### config.mk
export PLATFORM = sky130hd
export DESIGN_NAME = isr_status_bank
export DESIGN_NICKNAME = d
export VERILOG_FILES = /design/src/core/isr_pkg.sv /design/src/core/isr_group.sv /design/src/core/isr_status_bank.sv
export SDC_FILE = /design/constraint.sdc
export NUM_CORES = 1
export LEC_CHECK = 0
export BUFFER_PORTS_ARGS = -buffer_cell sky130_fd_sc_hd__buf_2
export CORE_AREA = 3 3 161 85
export CTS_BUF_LIST = sky130_fd_sc_hd__clkbuf_16
export DETAILED_ROUTE_END_ITERATION = 10
export DIE_AREA = 0 0 164 88
export GPL_TIMING_DRIVEN = 0
export PLACE_DENSITY = 0.67
export SYNTH_ARGS = -nofsm -noshare
export SYNTH_HDL_FRONTEND = slang
export SYNTH_SLANG_ARGS = --single-unit
export TNS_END_PERCENT = 5
### constraint.sdc
create_clock -name clk_sys -period 2.05 [get_ports clk_sys]
set_clock_uncertainty 0.05 [all_clocks]
set_input_delay 0.1025 -clock clk_sys [delete_from_list [all_inputs] [get_ports clk_sys]]
set_output_delay 0.1025 -clock clk_sys [all_outputs]
set_load 0.005 [all_outputs]
### src/core/isr_pkg.sv
// Constants, bit maps and command codes of the instrument status bank
package isr_pkg;

	// ==========================================================
	// Widths
	// ==========================================================
	localparam int ISR_W = 16;              // Width of each status group
	localparam int ISR_CNT_W = 16;          // Width of the reading count

	// ==========================================================
	// Host command codes
	// ==========================================================
	typedef enum logic [2:0] {
		ISR_OP_RD_COND = 3'h0,          // Read condition view
		ISR_OP_RD_EVT = 3'h1,           // Read event view, then clear it
		ISR_OP_RD_EN = 3'h2,            // Read enable mask
		ISR_OP_WR_EN = 3'h3,            // Write enable mask
		ISR_OP_CLS = 3'h4,              // Clear all event registers
		ISR_OP_WR_THR = 3'h5,           // Write reading-count threshold
		ISR_OP_RD_THR = 3'h6,           // Read reading-count threshold
		ISR_OP_NOP = 3'h7               // No operation
	} isr_op_t;

	// ==========================================================
	// Group selectors
	// ==========================================================
	localparam logic [1:0] ISR_GRP_MFLT = 2'h0;   // Measurement fault
	localparam logic [1:0] ISR_GRP_OPST = 2'h1;   // Operation state
	localparam logic [1:0] ISR_GRP_ALRM = 2'h2;   // Alarm state

	// ==========================================================
	// Measurement fault bit positions
	// ==========================================================
	localparam int MFLT_VOLT = 0;           // Voltage overload
	localparam int MFLT_CURR = 1;           // Current overload
	localparam int MFLT_FREQ = 5;           // Frequency overload or timeout
	localparam int MFLT_CAP = 7;            // Capacitance overload
	localparam int MFLT_CAL = 8;            // Calibration constant corrupt
	localparam int MFLT_RES = 9;            // Resistance overload
	localparam int MFLT_TEMP = 10;          // Temperature overload
	localparam int MFLT_LOLIM = 11;         // Lower limit test failed
	localparam int MFLT_MEMOVF = 12;        // Reading storage overflow

	// ==========================================================
	// Operation state bit positions
	// ==========================================================
	localparam int OPST_CAL = 0;            // Calibrating
	localparam int OPST_TEST = 1;           // Self-test running
	localparam int OPST_SCAN = 4;           // Scanning
	localparam int OPST_WTRIG = 5;          // Waiting for trigger
	localparam int OPST_USB = 7;            // USB drive detected
	localparam int OPST_FPCHG = 8;          // Front panel config change
	localparam int OPST_THR = 9;            // Reading count over threshold
	localparam int OPST_LOCK = 10;          // Instrument locked
	localparam int OPST_SETCHG = 11;        // Settings changed event
	localparam int OPST_GERR = 13;          // Global error queue not empty

	// ==========================================================
	// Alarm state bit positions
	// ==========================================================
	localparam int ALRM_EVT0 = 0;           // Alarm 1..4 events at 0..3
	localparam int ALRM_QNE = 4;            // Alarm queue not empty
	localparam int ALRM_QOVF = 5;           // Alarm queue overflow
	localparam int ALRM_ACT0 = 6;           // Alarm 1..4 active at 6..9
	localparam int ALRM_LOLIM = 12;         // Lower limit alarm
	localparam int ALRM_UPLIM = 13;         // Upper limit alarm

	// ==========================================================
	// Implemented, event-only and overload masks
	// ==========================================================
	localparam logic [ISR_W-1:0] MFLT_IMPL = 16'h1FA3;
	localparam logic [ISR_W-1:0] MFLT_EVO = 16'h06A3;
	localparam logic [ISR_W-1:0] MFLT_OVL = 16'h06A3;
	localparam logic [ISR_W-1:0] OPST_IMPL = 16'h2FB3;
	localparam logic [ISR_W-1:0] OPST_EVO = 16'h0800;
	localparam logic [ISR_W-1:0] ALRM_IMPL = 16'h33FF;
	localparam logic [ISR_W-1:0] ALRM_EVO = 16'h302F;

	// ==========================================================
	// Reset values
	// ==========================================================
	localparam logic [ISR_W-1:0] ISR_EVT_RST = 16'h0000;
	localparam logic [ISR_W-1:0] ISR_EN_RST = 16'h0000;
	localparam logic [ISR_W-1:0] ISR_ARM_RST = 16'h0000;
	localparam logic [ISR_CNT_W-1:0] ISR_THR_RST = 16'h0000;

endpackage : isr_pkg

### src/core/isr_group.sv
// One status group: condition view, event latch, enable mask, summary
`timescale 1ns/1ps

module isr_group
	import isr_pkg::*;
#(
	parameter logic [ISR_W-1:0] IMPL = 16'hFFFF,  // Implemented bits
	parameter logic [ISR_W-1:0] EVO = 16'h0000    // Event-only bits
) (
	input wire logic clk_sys,
	input wire logic rst_b,
	input wire logic [ISR_W-1:0] cond_live,
	input wire logic [ISR_W-1:0] evt_set,
	input wire logic evt_clr,
	input wire logic en_we,
	input wire logic [ISR_W-1:0] en_wdata,
	output logic [ISR_W-1:0] cond_val,
	output logic [ISR_W-1:0] event_val,
	output logic [ISR_W-1:0] enable_val,
	output logic summary
);

	// ==========================================================
	// State
	// ==========================================================
	typedef struct packed {
		logic [ISR_W-1:0] evt;          // Latched events
		logic [ISR_W-1:0] en;           // Enable mask
		logic [ISR_W-1:0] prev;         // Condition of last cycle
	} isr_grp_st_t;

	isr_grp_st_t st_r;                      // Registered state
	isr_grp_st_t st_nxt;                    // Next state
	logic [ISR_W-1:0] rise;                 // Condition rising edges

	// Live condition, event-only and reserved bits forced low
	assign cond_val = cond_live & IMPL & ~EVO;
	assign event_val = st_r.evt;
	assign enable_val = st_r.en;
	assign summary = |(st_r.evt & st_r.en);
	assign rise = cond_val & ~st_r.prev;

	// Next-state logic
	always_comb begin
		st_nxt = st_r;
		st_nxt.prev = cond_val;
		// Clear first, new sets win over the clear
		if (evt_clr) begin
			st_nxt.evt = ISR_EVT_RST;
		end
		st_nxt.evt = st_nxt.evt | (((evt_set & EVO) | rise) & IMPL);
		// Only implemented bits take an enable
		if (en_we) begin
			st_nxt.en = en_wdata & IMPL;
		end
	end

	// State register
	always_ff @(posedge clk_sys) begin
		if (!rst_b) begin
			st_r.evt <= ISR_EVT_RST;
			st_r.en <= ISR_EN_RST;
			st_r.prev <= ISR_EVT_RST;
		end else begin
			st_r <= st_nxt;
		end
	end

endmodule : isr_group

### src/core/isr_status_bank.sv
// Instrument status bank: three status groups behind a host command port
`timescale 1ns/1ps

module isr_status_bank
	import isr_pkg::*;
#(
	parameter int CNT_W = ISR_CNT_W         // Reading count width
) (
	input wire logic clk_sys,
	input wire logic rst_b,
	// Measurement engine
	input wire logic meas_start,
	input wire logic ovl_volt,
	input wire logic ovl_curr,
	input wire logic ovl_freq,
	input wire logic ovl_cap,
	input wire logic ovl_res,
	input wire logic ovl_temp,
	input wire logic cal_corrupt,
	input wire logic lo_limit_fail,
	input wire logic mem_overflow,
	// Instrument state
	input wire logic cal_busy,
	input wire logic selftest_busy,
	input wire logic scan_busy,
	input wire logic wait_trig,
	input wire logic usb_drive,
	input wire logic inst_locked,
	input wire logic err_queue_ne,
	input wire logic [CNT_W-1:0] rd_count,
	input wire logic cfg_front_chg,
	input wire logic cfg_remote_chg,
	// Alarm engine
	input wire logic [3:0] alarm_event,
	input wire logic alarm_qne,
	input wire logic alarm_qovf,
	input wire logic [3:0] alarm_active,
	input wire logic alarm_lo,
	input wire logic alarm_up,
	// Host command port
	input wire logic host_req,
	input wire logic [2:0] host_op,
	input wire logic [1:0] host_grp,
	input wire logic [ISR_W-1:0] host_wdata,
	output logic host_ack,
	output logic [ISR_W-1:0] host_rdata,
	// Summary bits toward the status byte
	output logic sum_mflt,
	output logic sum_opst,
	output logic sum_alrm
);

	// ==========================================================
	// State of the bank
	// ==========================================================
	typedef struct packed {
		logic [ISR_W-1:0] arm;          // Overload bits still allowed
		logic fp_chg;                   // Front panel change since start
		logic [CNT_W-1:0] thr;          // Reading-count threshold
		logic ack;                      // Host answer strobe
		logic [ISR_W-1:0] rdata;        // Host answer data
		logic s_mflt;                   // Fault group summary
		logic s_opst;                   // Operation group summary
		logic s_alrm;                   // Alarm group summary
	} isr_bank_st_t;

	isr_bank_st_t st_r;                     // Registered state
	isr_bank_st_t st_nxt;                   // Next state

	// ==========================================================
	// Internal nets
	// ==========================================================
	isr_op_t op;                            // Decoded host command
	logic cmd_rd_cond;                      // Condition read taken
	logic cmd_rd_evt;                       // Event read taken
	logic cmd_rd_en;                        // Enable read taken
	logic cmd_wr_en;                        // Enable write taken
	logic cmd_cls;                          // Clear status taken
	logic cmd_wr_thr;                       // Threshold write taken
	logic cmd_rd_thr;                       // Threshold read taken
	logic [2:0] grp_sel;                    // One-hot group select
	logic [ISR_W-1:0] ovl_vec;              // Raw overload pulses
	logic [ISR_W-1:0] ovl_take;             // Overloads allowed through
	logic [ISR_W-1:0] mflt_cond;            // Fault live conditions
	logic [ISR_W-1:0] mflt_set;             // Fault event pulses
	logic [ISR_W-1:0] opst_cond;            // Operation live conditions
	logic [ISR_W-1:0] opst_set;             // Operation event pulses
	logic [ISR_W-1:0] alrm_cond;            // Alarm live conditions
	logic [ISR_W-1:0] alrm_set;             // Alarm event pulses
	logic [2:0] evt_clr;                    // Per-group event clear
	logic [2:0] en_we;                      // Per-group enable write
	logic [ISR_W-1:0] cond_v [3];           // Group condition views
	logic [ISR_W-1:0] event_v [3];          // Group event views
	logic [ISR_W-1:0] enable_v [3];         // Group enable views
	logic [2:0] summ;                       // Group summaries

	// ==========================================================
	// Command decode
	// ==========================================================
	assign op = isr_op_t'(host_op);
	assign cmd_rd_cond = host_req && (op == ISR_OP_RD_COND);
	assign cmd_rd_evt = host_req && (op == ISR_OP_RD_EVT);
	assign cmd_rd_en = host_req && (op == ISR_OP_RD_EN);
	assign cmd_wr_en = host_req && (op == ISR_OP_WR_EN);
	assign cmd_cls = host_req && (op == ISR_OP_CLS);
	assign cmd_wr_thr = host_req && (op == ISR_OP_WR_THR);
	assign cmd_rd_thr = host_req && (op == ISR_OP_RD_THR);

	// Group select, selector 3 reaches no group
	always_comb begin
		grp_sel = 3'h0;
		case (host_grp)
			ISR_GRP_MFLT: begin
				grp_sel = 3'h1;
			end
			ISR_GRP_OPST: begin
				grp_sel = 3'h2;
			end
			ISR_GRP_ALRM: begin
				grp_sel = 3'h4;
			end
			default: begin
				grp_sel = 3'h0;
			end
		endcase
	end

	// Reading an event view or clear-status empties events
	assign evt_clr = ({3{cmd_rd_evt}} & grp_sel) | {3{cmd_cls}};
	assign en_we = {3{cmd_wr_en}} & grp_sel;

	// ==========================================================
	// Measurement fault sources
	// ==========================================================
	// Overload pulses gathered at their bit places
	always_comb begin
		ovl_vec = ISR_EVT_RST;
		ovl_vec[MFLT_VOLT] = ovl_volt;
		ovl_vec[MFLT_CURR] = ovl_curr;
		ovl_vec[MFLT_FREQ] = ovl_freq;
		ovl_vec[MFLT_CAP] = ovl_cap;
		ovl_vec[MFLT_RES] = ovl_res;
		ovl_vec[MFLT_TEMP] = ovl_temp;
	end

	// An overload passes only while its arm bit stands
	assign ovl_take = ovl_vec & st_r.arm & MFLT_OVL;

	// Level conditions of the fault group
	always_comb begin
		mflt_cond = ISR_EVT_RST;
		mflt_cond[MFLT_CAL] = cal_corrupt;
		mflt_cond[MFLT_LOLIM] = lo_limit_fail;
		mflt_cond[MFLT_MEMOVF] = mem_overflow;
	end
	assign mflt_set = ovl_take;

	// ==========================================================
	// Operation state sources
	// ==========================================================
	always_comb begin
		opst_cond = ISR_EVT_RST;
		opst_set = ISR_EVT_RST;
		opst_cond[OPST_CAL] = cal_busy;
		opst_cond[OPST_TEST] = selftest_busy;
		opst_cond[OPST_SCAN] = scan_busy;
		opst_cond[OPST_WTRIG] = wait_trig;
		opst_cond[OPST_USB] = usb_drive;
		opst_cond[OPST_FPCHG] = st_r.fp_chg;
		opst_cond[OPST_THR] = (rd_count > st_r.thr);
		opst_cond[OPST_LOCK] = inst_locked;
		opst_cond[OPST_GERR] = err_queue_ne;
		// Any change, either source, is a latched event
		opst_set[OPST_SETCHG] = cfg_front_chg | cfg_remote_chg;
	end

	// ==========================================================
	// Alarm state sources
	// ==========================================================
	always_comb begin
		alrm_cond = ISR_EVT_RST;
		alrm_set = ISR_EVT_RST;
		alrm_set[ALRM_EVT0 +: 4] = alarm_event;
		alrm_cond[ALRM_QNE] = alarm_qne;
		alrm_set[ALRM_QOVF] = alarm_qovf;
		alrm_cond[ALRM_ACT0 +: 4] = alarm_active;
		alrm_set[ALRM_LOLIM] = alarm_lo;
		alrm_set[ALRM_UPLIM] = alarm_up;
	end

	// ==========================================================
	// The three groups
	// ==========================================================
	// Measurement fault group
	isr_group #(
		.IMPL(MFLT_IMPL),
		.EVO(MFLT_EVO)
	) u_grp_mflt (
		.clk_sys(clk_sys),
		.rst_b(rst_b),
		.cond_live(mflt_cond),
		.evt_set(mflt_set),
		.evt_clr(evt_clr[0]),
		.en_we(en_we[0]),
		.en_wdata(host_wdata),
		.cond_val(cond_v[0]),
		.event_val(event_v[0]),
		.enable_val(enable_v[0]),
		.summary(summ[0])
	);

	// Operation state group
	isr_group #(
		.IMPL(OPST_IMPL),
		.EVO(OPST_EVO)
	) u_grp_opst (
		.clk_sys(clk_sys),
		.rst_b(rst_b),
		.cond_live(opst_cond),
		.evt_set(opst_set),
		.evt_clr(evt_clr[1]),
		.en_we(en_we[1]),
		.en_wdata(host_wdata),
		.cond_val(cond_v[1]),
		.event_val(event_v[1]),
		.enable_val(enable_v[1]),
		.summary(summ[1])
	);

	// Alarm state group
	isr_group #(
		.IMPL(ALRM_IMPL),
		.EVO(ALRM_EVO)
	) u_grp_alrm (
		.clk_sys(clk_sys),
		.rst_b(rst_b),
		.cond_live(alrm_cond),
		.evt_set(alrm_set),
		.evt_clr(evt_clr[2]),
		.en_we(en_we[2]),
		.en_wdata(host_wdata),
		.cond_val(cond_v[2]),
		.event_val(event_v[2]),
		.enable_val(enable_v[2]),
		.summary(summ[2])
	);

	// ==========================================================
	// Next-state logic of the bank
	// ==========================================================
	always_comb begin
		st_nxt = st_r;
		// Spent overloads lose their arm bit
		st_nxt.arm = st_r.arm & ~ovl_take;
		// A start re-arms every overload bit
		if (meas_start) begin
			st_nxt.arm = MFLT_OVL;
		end
		// Start clears the front panel flag, a change sets it
		st_nxt.fp_chg = (st_r.fp_chg & ~meas_start) | cfg_front_chg;
		// Threshold written by the host
		if (cmd_wr_thr) begin
			st_nxt.thr = host_wdata[CNT_W-1:0];
		end
		// Answer strobe for every request
		st_nxt.ack = host_req;
		// Answer data, held until the next request
		if (host_req) begin
			st_nxt.rdata = ISR_EVT_RST;
			if (cmd_rd_thr) begin
				st_nxt.rdata[CNT_W-1:0] = st_r.thr;
			end
			for (int g = 0; g < 3; g++) begin
				if (grp_sel[g]) begin
					// Condition read leaves everything intact
					if (cmd_rd_cond) begin
						st_nxt.rdata = cond_v[g];
					end
					// Event read returns events held before the clear
					if (cmd_rd_evt) begin
						st_nxt.rdata = event_v[g];
					end
					if (cmd_rd_en) begin
						st_nxt.rdata = enable_v[g];
					end
				end
			end
		end
		// Summaries registered toward the status byte
		st_nxt.s_mflt = summ[0];
		st_nxt.s_opst = summ[1];
		st_nxt.s_alrm = summ[2];
	end

	// ==========================================================
	// State register
	// ==========================================================
	always_ff @(posedge clk_sys) begin
		if (!rst_b) begin
			st_r.arm <= ISR_ARM_RST;
			st_r.fp_chg <= 1'b0;
			st_r.thr <= CNT_W'(ISR_THR_RST);
			st_r.ack <= 1'b0;
			st_r.rdata <= ISR_EVT_RST;
			st_r.s_mflt <= 1'b0;
			st_r.s_opst <= 1'b0;
			st_r.s_alrm <= 1'b0;
		end else begin
			st_r <= st_nxt;
		end
	end

	// ==========================================================
	// Outputs, straight from the state register
	// ==========================================================
	assign host_ack = st_r.ack;
	assign host_rdata = st_r.rdata;
	assign sum_mflt = st_r.s_mflt;
	assign sum_opst = st_r.s_opst;
	assign sum_alrm = st_r.s_alrm;

endmodule : isr_status_bank

==> impl_metrics.toml, run 1 <==
[placement]
placed_area_mm2 = 0.00616
port_buffers = 89
hpwl_um = 13900
place_inst = 910
finalWeightedCongestion = 0.932
dp_slack_ns = -0.234

[setup_path]
worstSetupEndpointType = "flip-flop"
start_kind = "flip-flop"
critPathMaxStageDelay_ns = 0.44
slowest_stage = "or3_4"
crit_chain = "inv_2, ha_4, nand4_1, or3_4, or2_4, o311a_4, a31o_4"
cp_max_fo = 3
worstPathRequired_ns = 2.30
critical_path_class = "flip-flop to flip-flop"
crit_arrival_ns = 2.31

[hold_path]
hold_path_class = "input port to flip-flop"

[floorplanning]
die_area_mm2 = 0.0144
rows = 29
start_util_pct = 44.2
pin_count = 91
die_w_um = 164
die_h_um = 88
coreArea_mm2 = 0.0124

[clocking]
tritoncts = "yes"
cts.path.max_buffers = 2
numCtsBuffers = 17
ctsRootBufferMaster = "clkbuf_16"
htree_num_levels = 4
clkLatencyLatePin_ns = 0.41
clock-sinks = 122
path_clk_slew_ns = 0.06

[yosys]
yosysTopAreaCell = "dfxtp_1"
syn_inst = 651
synth_top_cell_area_share_pct = 44.4
synth_seq_cells = 122
synth.area.top_cells = "dfxtp_1, a21oi_1, nand2_1"
syn_area_mm2 = 0.00550
synth-warning-count = 0
synth_edf_count = 0
syn_nets = 738
syn_area_per_cell_um2 = 8.45
synthFlopType = "dfxtp_1"
synth-seq-area-share_pct = 44.4
synthArstFlopShare_pct = 0
yosys.cell_types.count = 51

[route]
via_per_inst = 5.64
drtIter0Drc = 707
drc = 0
routed_wl_um = 19500
vias = 5626
drt_pass1_iterations = 5
wl_per_cell_um = 19.5
ant_nets = 0

[power_and_ir_drop]
p_leak_nw = 3.03
p_per_area_mw_per_mm2 = 809
peakVddDrop_uv = 637

[cells_and_area]
layout_commonest_cell = "dfxtp_1"
fin_area_mm2 = 0.00738
area_growth_pct = 34.2
fin_nets = 903
drive_gt1_share_pct = 22.9
antenna_cells = 0
most-common-layout-cells = "dfxtp_1, buf_2, nand2_1, a21oi_1, nor2_1"
fin_cells = 998

[global_route]
grt_pass1_wl_um = 29600
grt_max_degree = 17
overflow = 0
grt_pass1_vias = 5315
track_usage_pct = 27.4
grt_antenna_before_repair = 0

[timing]
timing.slew.headroom_pct = 50.9
setup_viol = 1
fmax_mhz = 487
fin_crit_ns = 2.05
drv_slew = 0
tightest_slew_ns = 0.736
period_share_pct = 100
final_hold_viol_count = 0
rsz0062_at_grt = "yes"
finalWorstSetupSlack_ns = -0.00265

[run_status]
violations = "setup timing"
status = "finished with violations"

[run]
max_cap_viol_count = 0
[metrics by stage]
stage	total power (W)	TNS [ns]	hold slack [ns]	utilization, %
finish	0.00598	-0.00265	0.00872	59.3
global route	0.00617	-0.165	0.00991	59.3
CTS	0.00595	0	0.00193	59.0
detailed placement	0.00312	-0.467	0.268	49.5
global placement	0.00311	-0.416	0.262	49.5
floorplan	0.00287	0	0.170	-
[report_power, final]
part           internal, W  switching [W]  leakage, nW
Combinational     0.000291       0.000348         1.74
Clock              0.00174        0.00105        0.278
Sequential         0.00247      0.0000786         1.01
Total              0.00450        0.00147         3.03
[cells in the mapped netlist (16+ instances only)]
master / instances
dfxtp_1: 122
nand2_1: 89
a21oi_1: 83
nor2_1: 54
inv_1: 29
o21ai_0: 24
clkbuf_1: 23
a22oi_1: 21
a22o_1: 20
and2_1: 18
buf_4: 17
ha_1: 16
mux2i_1: 16
[cell families after synthesis]
kind of cell,Yosys count,synth area share [%]
AO/OA/AOI/OAI,194,22.4
buffers and inverters,83,7.10
multiplexers,21,3.93
adder cells (fa/ha/maj),16,3.64
AND/OR/NAND/NOR,215,18.6
flip-flops,122,44.4
[worst max-delay path: cells and delay by family (launching register included)]
family | cells | cell delay [ns]
buffers and inverters | 1 | 0.05
flip-flops | 1 | 0.35
AND/OR/NAND/NOR | 3 | 0.84
adder cells (fa/ha/maj) | 1 | 0.26
AO/OA/AOI/OAI | 2 | 0.38
[layer usage]
| metal | global-route usage [%] | vias up | wire length [µm] |
|---|---|---|---|
| met3 | 8.36 | 48 | 2390 |
| met4 | 9.36 | 0 | 403 |
| met5 | 0 | - | 0 |
| met1 | 36.9 | 2656 | 8260 |
| met2 | 42.2 | 313 | 8430 |
| li1 | - | 2609 | - |
[timing repair]
item,in CTS,in global routing
endpoints found under the hold margin,79,0
pin swaps,4,7
setup endpoints to repair,3,2
buffers inserted,8,1
gates cloned,0,0
hold buffers,48,0
gates resized for setup,25,6
[area by class of cell]
| cell class | instances | area (µm²) |
|---|---|---|
| fill | 1137 | 5060 |
| multi-input combinational | 446 | 2780 |
| sequential | 122 | 2470 |
| timing repair buffer | 146 | 993 |
| clock buffer | 17 | 425 |
| buffer | 53 | 278 |
| tap | 170 | 213 |
| clock inverter | 14 | 118 |
| inverter | 30 | 113 |
[worst paths after layout]
check                                 startpoint                                   to  slack (ns)  depth (start not counted)
hold / removal                        meas_start                  st_r[42]$_SDFF_PN0_       0.009                          3
setup reg to reg           st_r[34]$_SDFFE_PN0P_           host_rdata[9]$_SDFFE_PN0P_      -0.003                          7
hold reg to reg   u_grp_opst.st_r[13]$_SDFF_PN0_  u_grp_opst.event_val[13]$_SDFF_PN0_        0.42                          2
setup / recovery           st_r[34]$_SDFFE_PN0P_           host_rdata[9]$_SDFFE_PN0P_      -0.003                          7
[state kept, by name, summed over array words and instances (netlist names)]
name / count
sum_alrm: 1
u_grp_alrm.event_val: 12
u_grp_alrm.enable_val: 12
host_rdata: 16
st_r: 22
u_grp_mflt.enable_val: 9
u_grp_opst.enable_val: 10
u_grp_opst.st_r: 9
u_grp_mflt.st_r: 3
sum_mflt: 1
opst_cond: 1
u_grp_mflt.event_val: 9
u_grp_opst.event_val: 10
sum_opst: 1
u_grp_alrm.st_r: 5
host_ack: 1
No activity file was read; power rests on OpenSTA's default activity.
==> run 2, diff against run 1 <==
--- a/config.mk
+++ b/config.mk
@@ -11,6 +11,7 @@
 export DETAILED_ROUTE_END_ITERATION = 10
 export DIE_AREA = 0 0 164 88
 export GPL_TIMING_DRIVEN = 0
+export MAX_ROUTING_LAYER = met4
 export PLACE_DENSITY = 0.67
 export SYNTH_ARGS = -nofsm -noshare
 export SYNTH_HDL_FRONTEND = slang
==> impl_metrics.toml, run 2 (same netlist as run 1, synthesis figures left out) <==
[run_status]
status = "finished with violations"
violations = "setup timing"

[placement]
port_buffers = 89
finalWeightedCongestion = 0.950
hpwl_um = 13800
dp_slack_ns = -0.224

[global_route]
grt_pass1_wl_um = 28900
grt_max_degree = 17
grt_antenna_before_repair = 0
grt_pass1_vias = 5099
overflow = 0
track_usage_pct = 27.7

[timing]
fmax_mhz = 484
fin_crit_ns = 2.07
period_share_pct = 101
tightest_slew_ns = 0.746
finalWorstSetupSlack_ns = -0.0159
drv_slew = 0
timing.slew.headroom_pct = 50.3
rsz0062_at_grt = "yes"
timing.hold.ws_ns = 0.00506
setup_viol = 1
final_hold_viol_count = 0

[setup_path]
critical_path_class = "flip-flop to flip-flop"
worstSetupEndpointType = "flip-flop"
worstPathRequired_ns = 2.30
crit_arrival_ns = 2.32
start_kind = "flip-flop"
cp_max_fo = 3

[clocking]
path_clk_slew_ns = 0.06
clkLatencyLatePin_ns = 0.41
tritoncts = "yes"
clock-sinks = 122
numCtsBuffers = 17
ctsRootBufferMaster = "clkbuf_16"
cts.path.max_buffers = 2
htree_num_levels = 4

[floorplanning]
pin_count = 91
die_h_um = 88
die_w_um = 164
start_util_pct = 44.2
coreArea_mm2 = 0.0124
die_area_mm2 = 0.0144
rows = 29

[cells_and_area]
most-common-layout-cells = "dfxtp_1, buf_2, nand2_1, a21oi_1, nor2_1"
drive_gt1_share_pct = 22.9
area_growth_pct = 34.0
nFillCells = 1116
multi_input_area_mm2 = 0.00276
regMostFlops = "st_r"
largest_reg_flops = 22
fin_nets = 905
layout_commonest_cell = "dfxtp_1"
seqCellArea_mm2 = 0.00246

[route]
drc = 0
via_per_inst = 5.53
drtIter0Drc = 602
drt_pass1_iterations = 5
vias = 5531
wl_per_cell_um = 19.0
ant_nets = 0
routed_wl_um = 19000

[power_and_ir_drop]
p_seq_share_pct = 42.8
pwr-share-comb_pct = 10.7
p_leak_nw = 3.03
peakVddDrop_uv = 550
p_per_area_mw_per_mm2 = 808
power_w = 0.00596
internal_power_w = 0.00450
swShare_pct = 24.4
clkPwrFrac_pct = 46.5
p_sw_w = 0.00145

[hold_path]
hold_path_class = "input port to flip-flop"

[run]
max_cap_viol_count = 0
run 2: cell types whose count changed in the layout (fill, tap and decap cells not counted), moves of 2 or more:
cell / before / now
inv_1: 30 / 28
dfxtp_4: 4 / 2
buf_4: 26 / 29
clkinv_1: 2 / 4
run 2: final cells by class:
cell class / count / area share (%)
antenna: 1 / 0.0339
buffer: 53 / 3.77
clock buffer: 17 / 5.77
clock inverter: 13 / 1.54
inverter: 30 / 1.53
multi-input combinational: 446 / 37.5
sequential: 122 / 33.4
tap: 170 / 2.88
timing repair buffer: 148 / 13.6
run 2: final timing paths:
check / from / to / slack (ns) / cells past startpoint
worst max register to register: st_r[28]$_SDFFE_PN0P_ / u_grp_opst.event_val[9]$_SDFF_PN0_ / -0.02 / 7
worst min register to register: st_r[27]$_SDFFE_PN0P_ / st_r[27]$_SDFFE_PN0P_ / 0.41 / 2
worst min-delay path: rst_b / u_grp_opst.st_r[5]$_SDFF_PN0_ / 0.005 / 2
worst max-delay path: st_r[28]$_SDFFE_PN0P_ / u_grp_opst.event_val[9]$_SDFF_PN0_ / -0.02 / 7
run 2: critical path, stage by stage (launching register included):
cell     delay, ns
dfxtp_2       0.37
inv_1         0.06
ha_1          0.28
nand4_1       0.19
or3_4         0.39
or2_4         0.23
o311a_4       0.16
a22o_1        0.23
run 2: timing repair:
action                                  4_1_cts  5_1_grt
endpoints found under the setup margin        3        3
endpoints found under the hold margin        80        0
gates resized for setup                      22        5
hold buffers                                 47        0
pin swaps                                     6        8
setup buffers                                12        1
run 2: power by group through the flow:
stage | clock network [W] | registers, W | logic [W]
after floorplan | 0 | 0.00257 | 0.000303
after global placement | 0 | 0.00260 | 0.000511
after detailed placement | 0 | 0.00260 | 0.000521
after CTS | 0.00277 | 0.00255 | 0.000618
after global routing | 0.00291 | 0.00256 | 0.000690
final | 0.00277 | 0.00255 | 0.000635
run 2: metal layers:
layer	part of all wire, %	vias to the layer above	track usage (%)	routed length, µm
met4	2.1	0	9.21	396
met2	43	280	39.8	8130
met5	0	-	-	0
met3	12	32	7.27	2330
li1	-	2616	-	-
met1	43	2603	37.7	8180
run 2: stage by stage:
stage / utilization [%] / area (µm²) / instances / TNS (ns)
floorplan: - / 5500 / 651 / 0
global placement: 49.5 / 6160 / 910 / -0.411
detailed placement: 49.5 / 6160 / 910 / -0.433
CTS: 59.1 / 7360 / 999 / 0
global route: 59.2 / 7370 / 999 / -0.157
finish: 59.2 / 7370 / 1000 / -0.0159
==> run 3, diff against run 2 <==
--- a/config.mk
+++ b/config.mk
@@ -10,7 +10,6 @@
 export CTS_BUF_LIST = sky130_fd_sc_hd__clkbuf_16
 export DETAILED_ROUTE_END_ITERATION = 10
 export DIE_AREA = 0 0 164 88
-export GPL_TIMING_DRIVEN = 0
 export MAX_ROUTING_LAYER = met4
 export PLACE_DENSITY = 0.67
 export SYNTH_ARGS = -nofsm -noshare
==> impl_metrics.toml, run 3 (same netlist as run 1, synthesis figures left out) <==
[run_status]
status = "finished clean"

[hold_path]
holdPathEnd = "host_rdata[7]$_SDFFE_PN0P_"
hold_start = "rst_b"
min_path_cells = 3
hold_path_class = "input port to flip-flop"

[route]
ant_nets = 0
drc = 0
drt_pass1_iterations = 6
vias = 5420
via_per_inst = 5.58
wl_per_cell_um = 19.0
drtIter0Drc = 583
routed_wl_um = 18500

[power_and_ir_drop]
power_w = 0.00598
p_per_area_mw_per_mm2 = 817
p_leak_nw = 2.99
peakVddDrop_uv = 468

[timing]
setup_viol = 0
final_hold_viol_count = 0
timing.slew.headroom_pct = 58.5
drv_slew = 0
finalWorstSetupSlack_ns = 0.0592
period_share_pct = 97.1
tightest_slew_ns = 0.623
fin_crit_ns = 1.99
fmax_mhz = 502

[clocking]
path_clk_slew_ns = 0.05
clock-sinks = 122
htree_num_levels = 4
ctsRootBufferMaster = "clkbuf_16"
tritoncts = "yes"
numCtsBuffers = 17
clkLatencyLatePin_ns = 0.41
cts.path.max_buffers = 2

[setup_path]
regToRegStartpoint = "st_r[33]$_SDFFE_PN0P_"
crit_chain = "inv_1, ha_4, nand4_1, or3_4, or2_4, o311a_4, a31o_4"
timing.rr.end = "host_rdata[9]$_SDFFE_PN0P_"
path_buf_inv = 1
rrSetupSlack_ns = 0.06
worstPathRequired_ns = 2.31
slowest_stage = "or3_4"
r2r_cells = 7
start_kind = "flip-flop"
worstSetupEndpointType = "flip-flop"
cp_top_family = "simple AND/OR/NAND/NOR gates"
crit_arrival_ns = 2.25
critical_path_class = "flip-flop to flip-flop"
cp_max_fo = 3
critPathMaxStageDelay_ns = 0.43

[global_route]
grt_pass1_wl_um = 28700
overflow = 0
grt_pass1_vias = 5174
track_usage_pct = 27.1
grt_antenna_before_repair = 0
grt_max_degree = 38

[cells_and_area]
antenna_cells = 0
largest_reg_flops = 22
layout_commonest_cell = "dfxtp_1"
regMostFlops = "st_r"
most-common-layout-cells = "dfxtp_1, buf_2, nand2_1, a21oi_1, nor2_1"
area_growth_pct = 33.0
fin_area_mm2 = 0.00732
drive_gt1_share_pct = 23.2
fin_nets = 877

[run]
max_cap_viol_count = 0

[placement]
placed_area_mm2 = 0.00615
hpwl_um = 13200
dp_slack_ns = -0.0799
finalWeightedCongestion = 1.00
port_buffers = 90

[floorplanning]
rows = 29
coreArea_mm2 = 0.0124
start_util_pct = 44.2
die_area_mm2 = 0.0144
die_w_um = 164
pin_count = 91
die_h_um = 88
-- run 3: through the flow --
step | hold WS, ns | std cells | util, % | setup TNS (ns)
after floorplan | 0.170 | 651 | - | 0
after global placement | 0.260 | 891 | 49.4 | 0
after detailed placement | 0.263 | 891 | 49.4 | -0.143
after CTS | 0.00853 | 971 | 58.0 | 0
after global routing | 0.0204 | 972 | 58.8 | -0.0162
final | 0.0187 | 972 | 58.8 | 0
-- run 3: cell type report --
class                      instances  area, µm²
multi-input combinational        446       2790
inverter                          30        113
sequential                       122       2450
fill                            1093       5130
tap                              170        213
timing repair buffer             173       1210
clock inverter                    14        115
clock buffer                      17        425
-- run 3: worst max-delay path by stage --
stage                          start                    endpoint  slack, ns  cells past startpoint
6_report       st_r[33]$_SDFFE_PN0P_  host_rdata[9]$_SDFFE_PN0P_       0.06                      7
5_1_grt        st_r[34]$_SDFFE_PN0P_  host_rdata[9]$_SDFFE_PN0P_     -0.009                      7
4_1_cts        st_r[34]$_SDFFE_PN0P_  host_rdata[9]$_SDFFE_PN0P_      0.001                      7
3_5_place_dp   st_r[35]$_SDFFE_PN0P_  host_rdata[9]$_SDFFE_PN0P_      -0.08                      7
3_3_place_gp   st_r[34]$_SDFFE_PN0P_  host_rdata[9]$_SDFFE_PN0P_       0.03                      7
2_1_floorplan  st_r[34]$_SDFFE_PN0P_  host_rdata[9]$_SDFFE_PN0P_       0.06                      7
-- run 3: report_power, final --
group	switching (W)	internal, W
sequential	0.0000808	0.00247
combinational	0.000334	0.000299
clock	0.00105	0.00174
total	0.00147	0.00451
-- run 3: routing by layer --
| metal | track usage, % | share of wire (%) | routed length [µm] | vias up |
|---|---|---|---|---|
| met2 | 39.0 | 43 | 7920 | 281 |
| met1 | 37.1 | 45 | 8360 | 2561 |
| met3 | 7.89 | 11 | 1970 | 22 |
| li1 | - | - | - | 2556 |
| met4 | 7.52 | 1.4 | 253 | 0 |
| met5 | - | 0 | 0 | - |
-- run 3: tightest hold or removal path, stage by stage --
cell and delay [ns]:
buf_2 0.18, o21ai_0 0.10, a41oi_1 0.05
-- run 3: timing repair --
item | 4_1_cts | 5_1_grt
endpoints found under the setup margin | 2 | 2
endpoints found under the hold margin | 78 | 0
setup buffers | 1 | 1
hold buffers | 48 | 0
pin swaps | 2 | 10
resized for setup | 7 | 19
cloned | 0 | 0
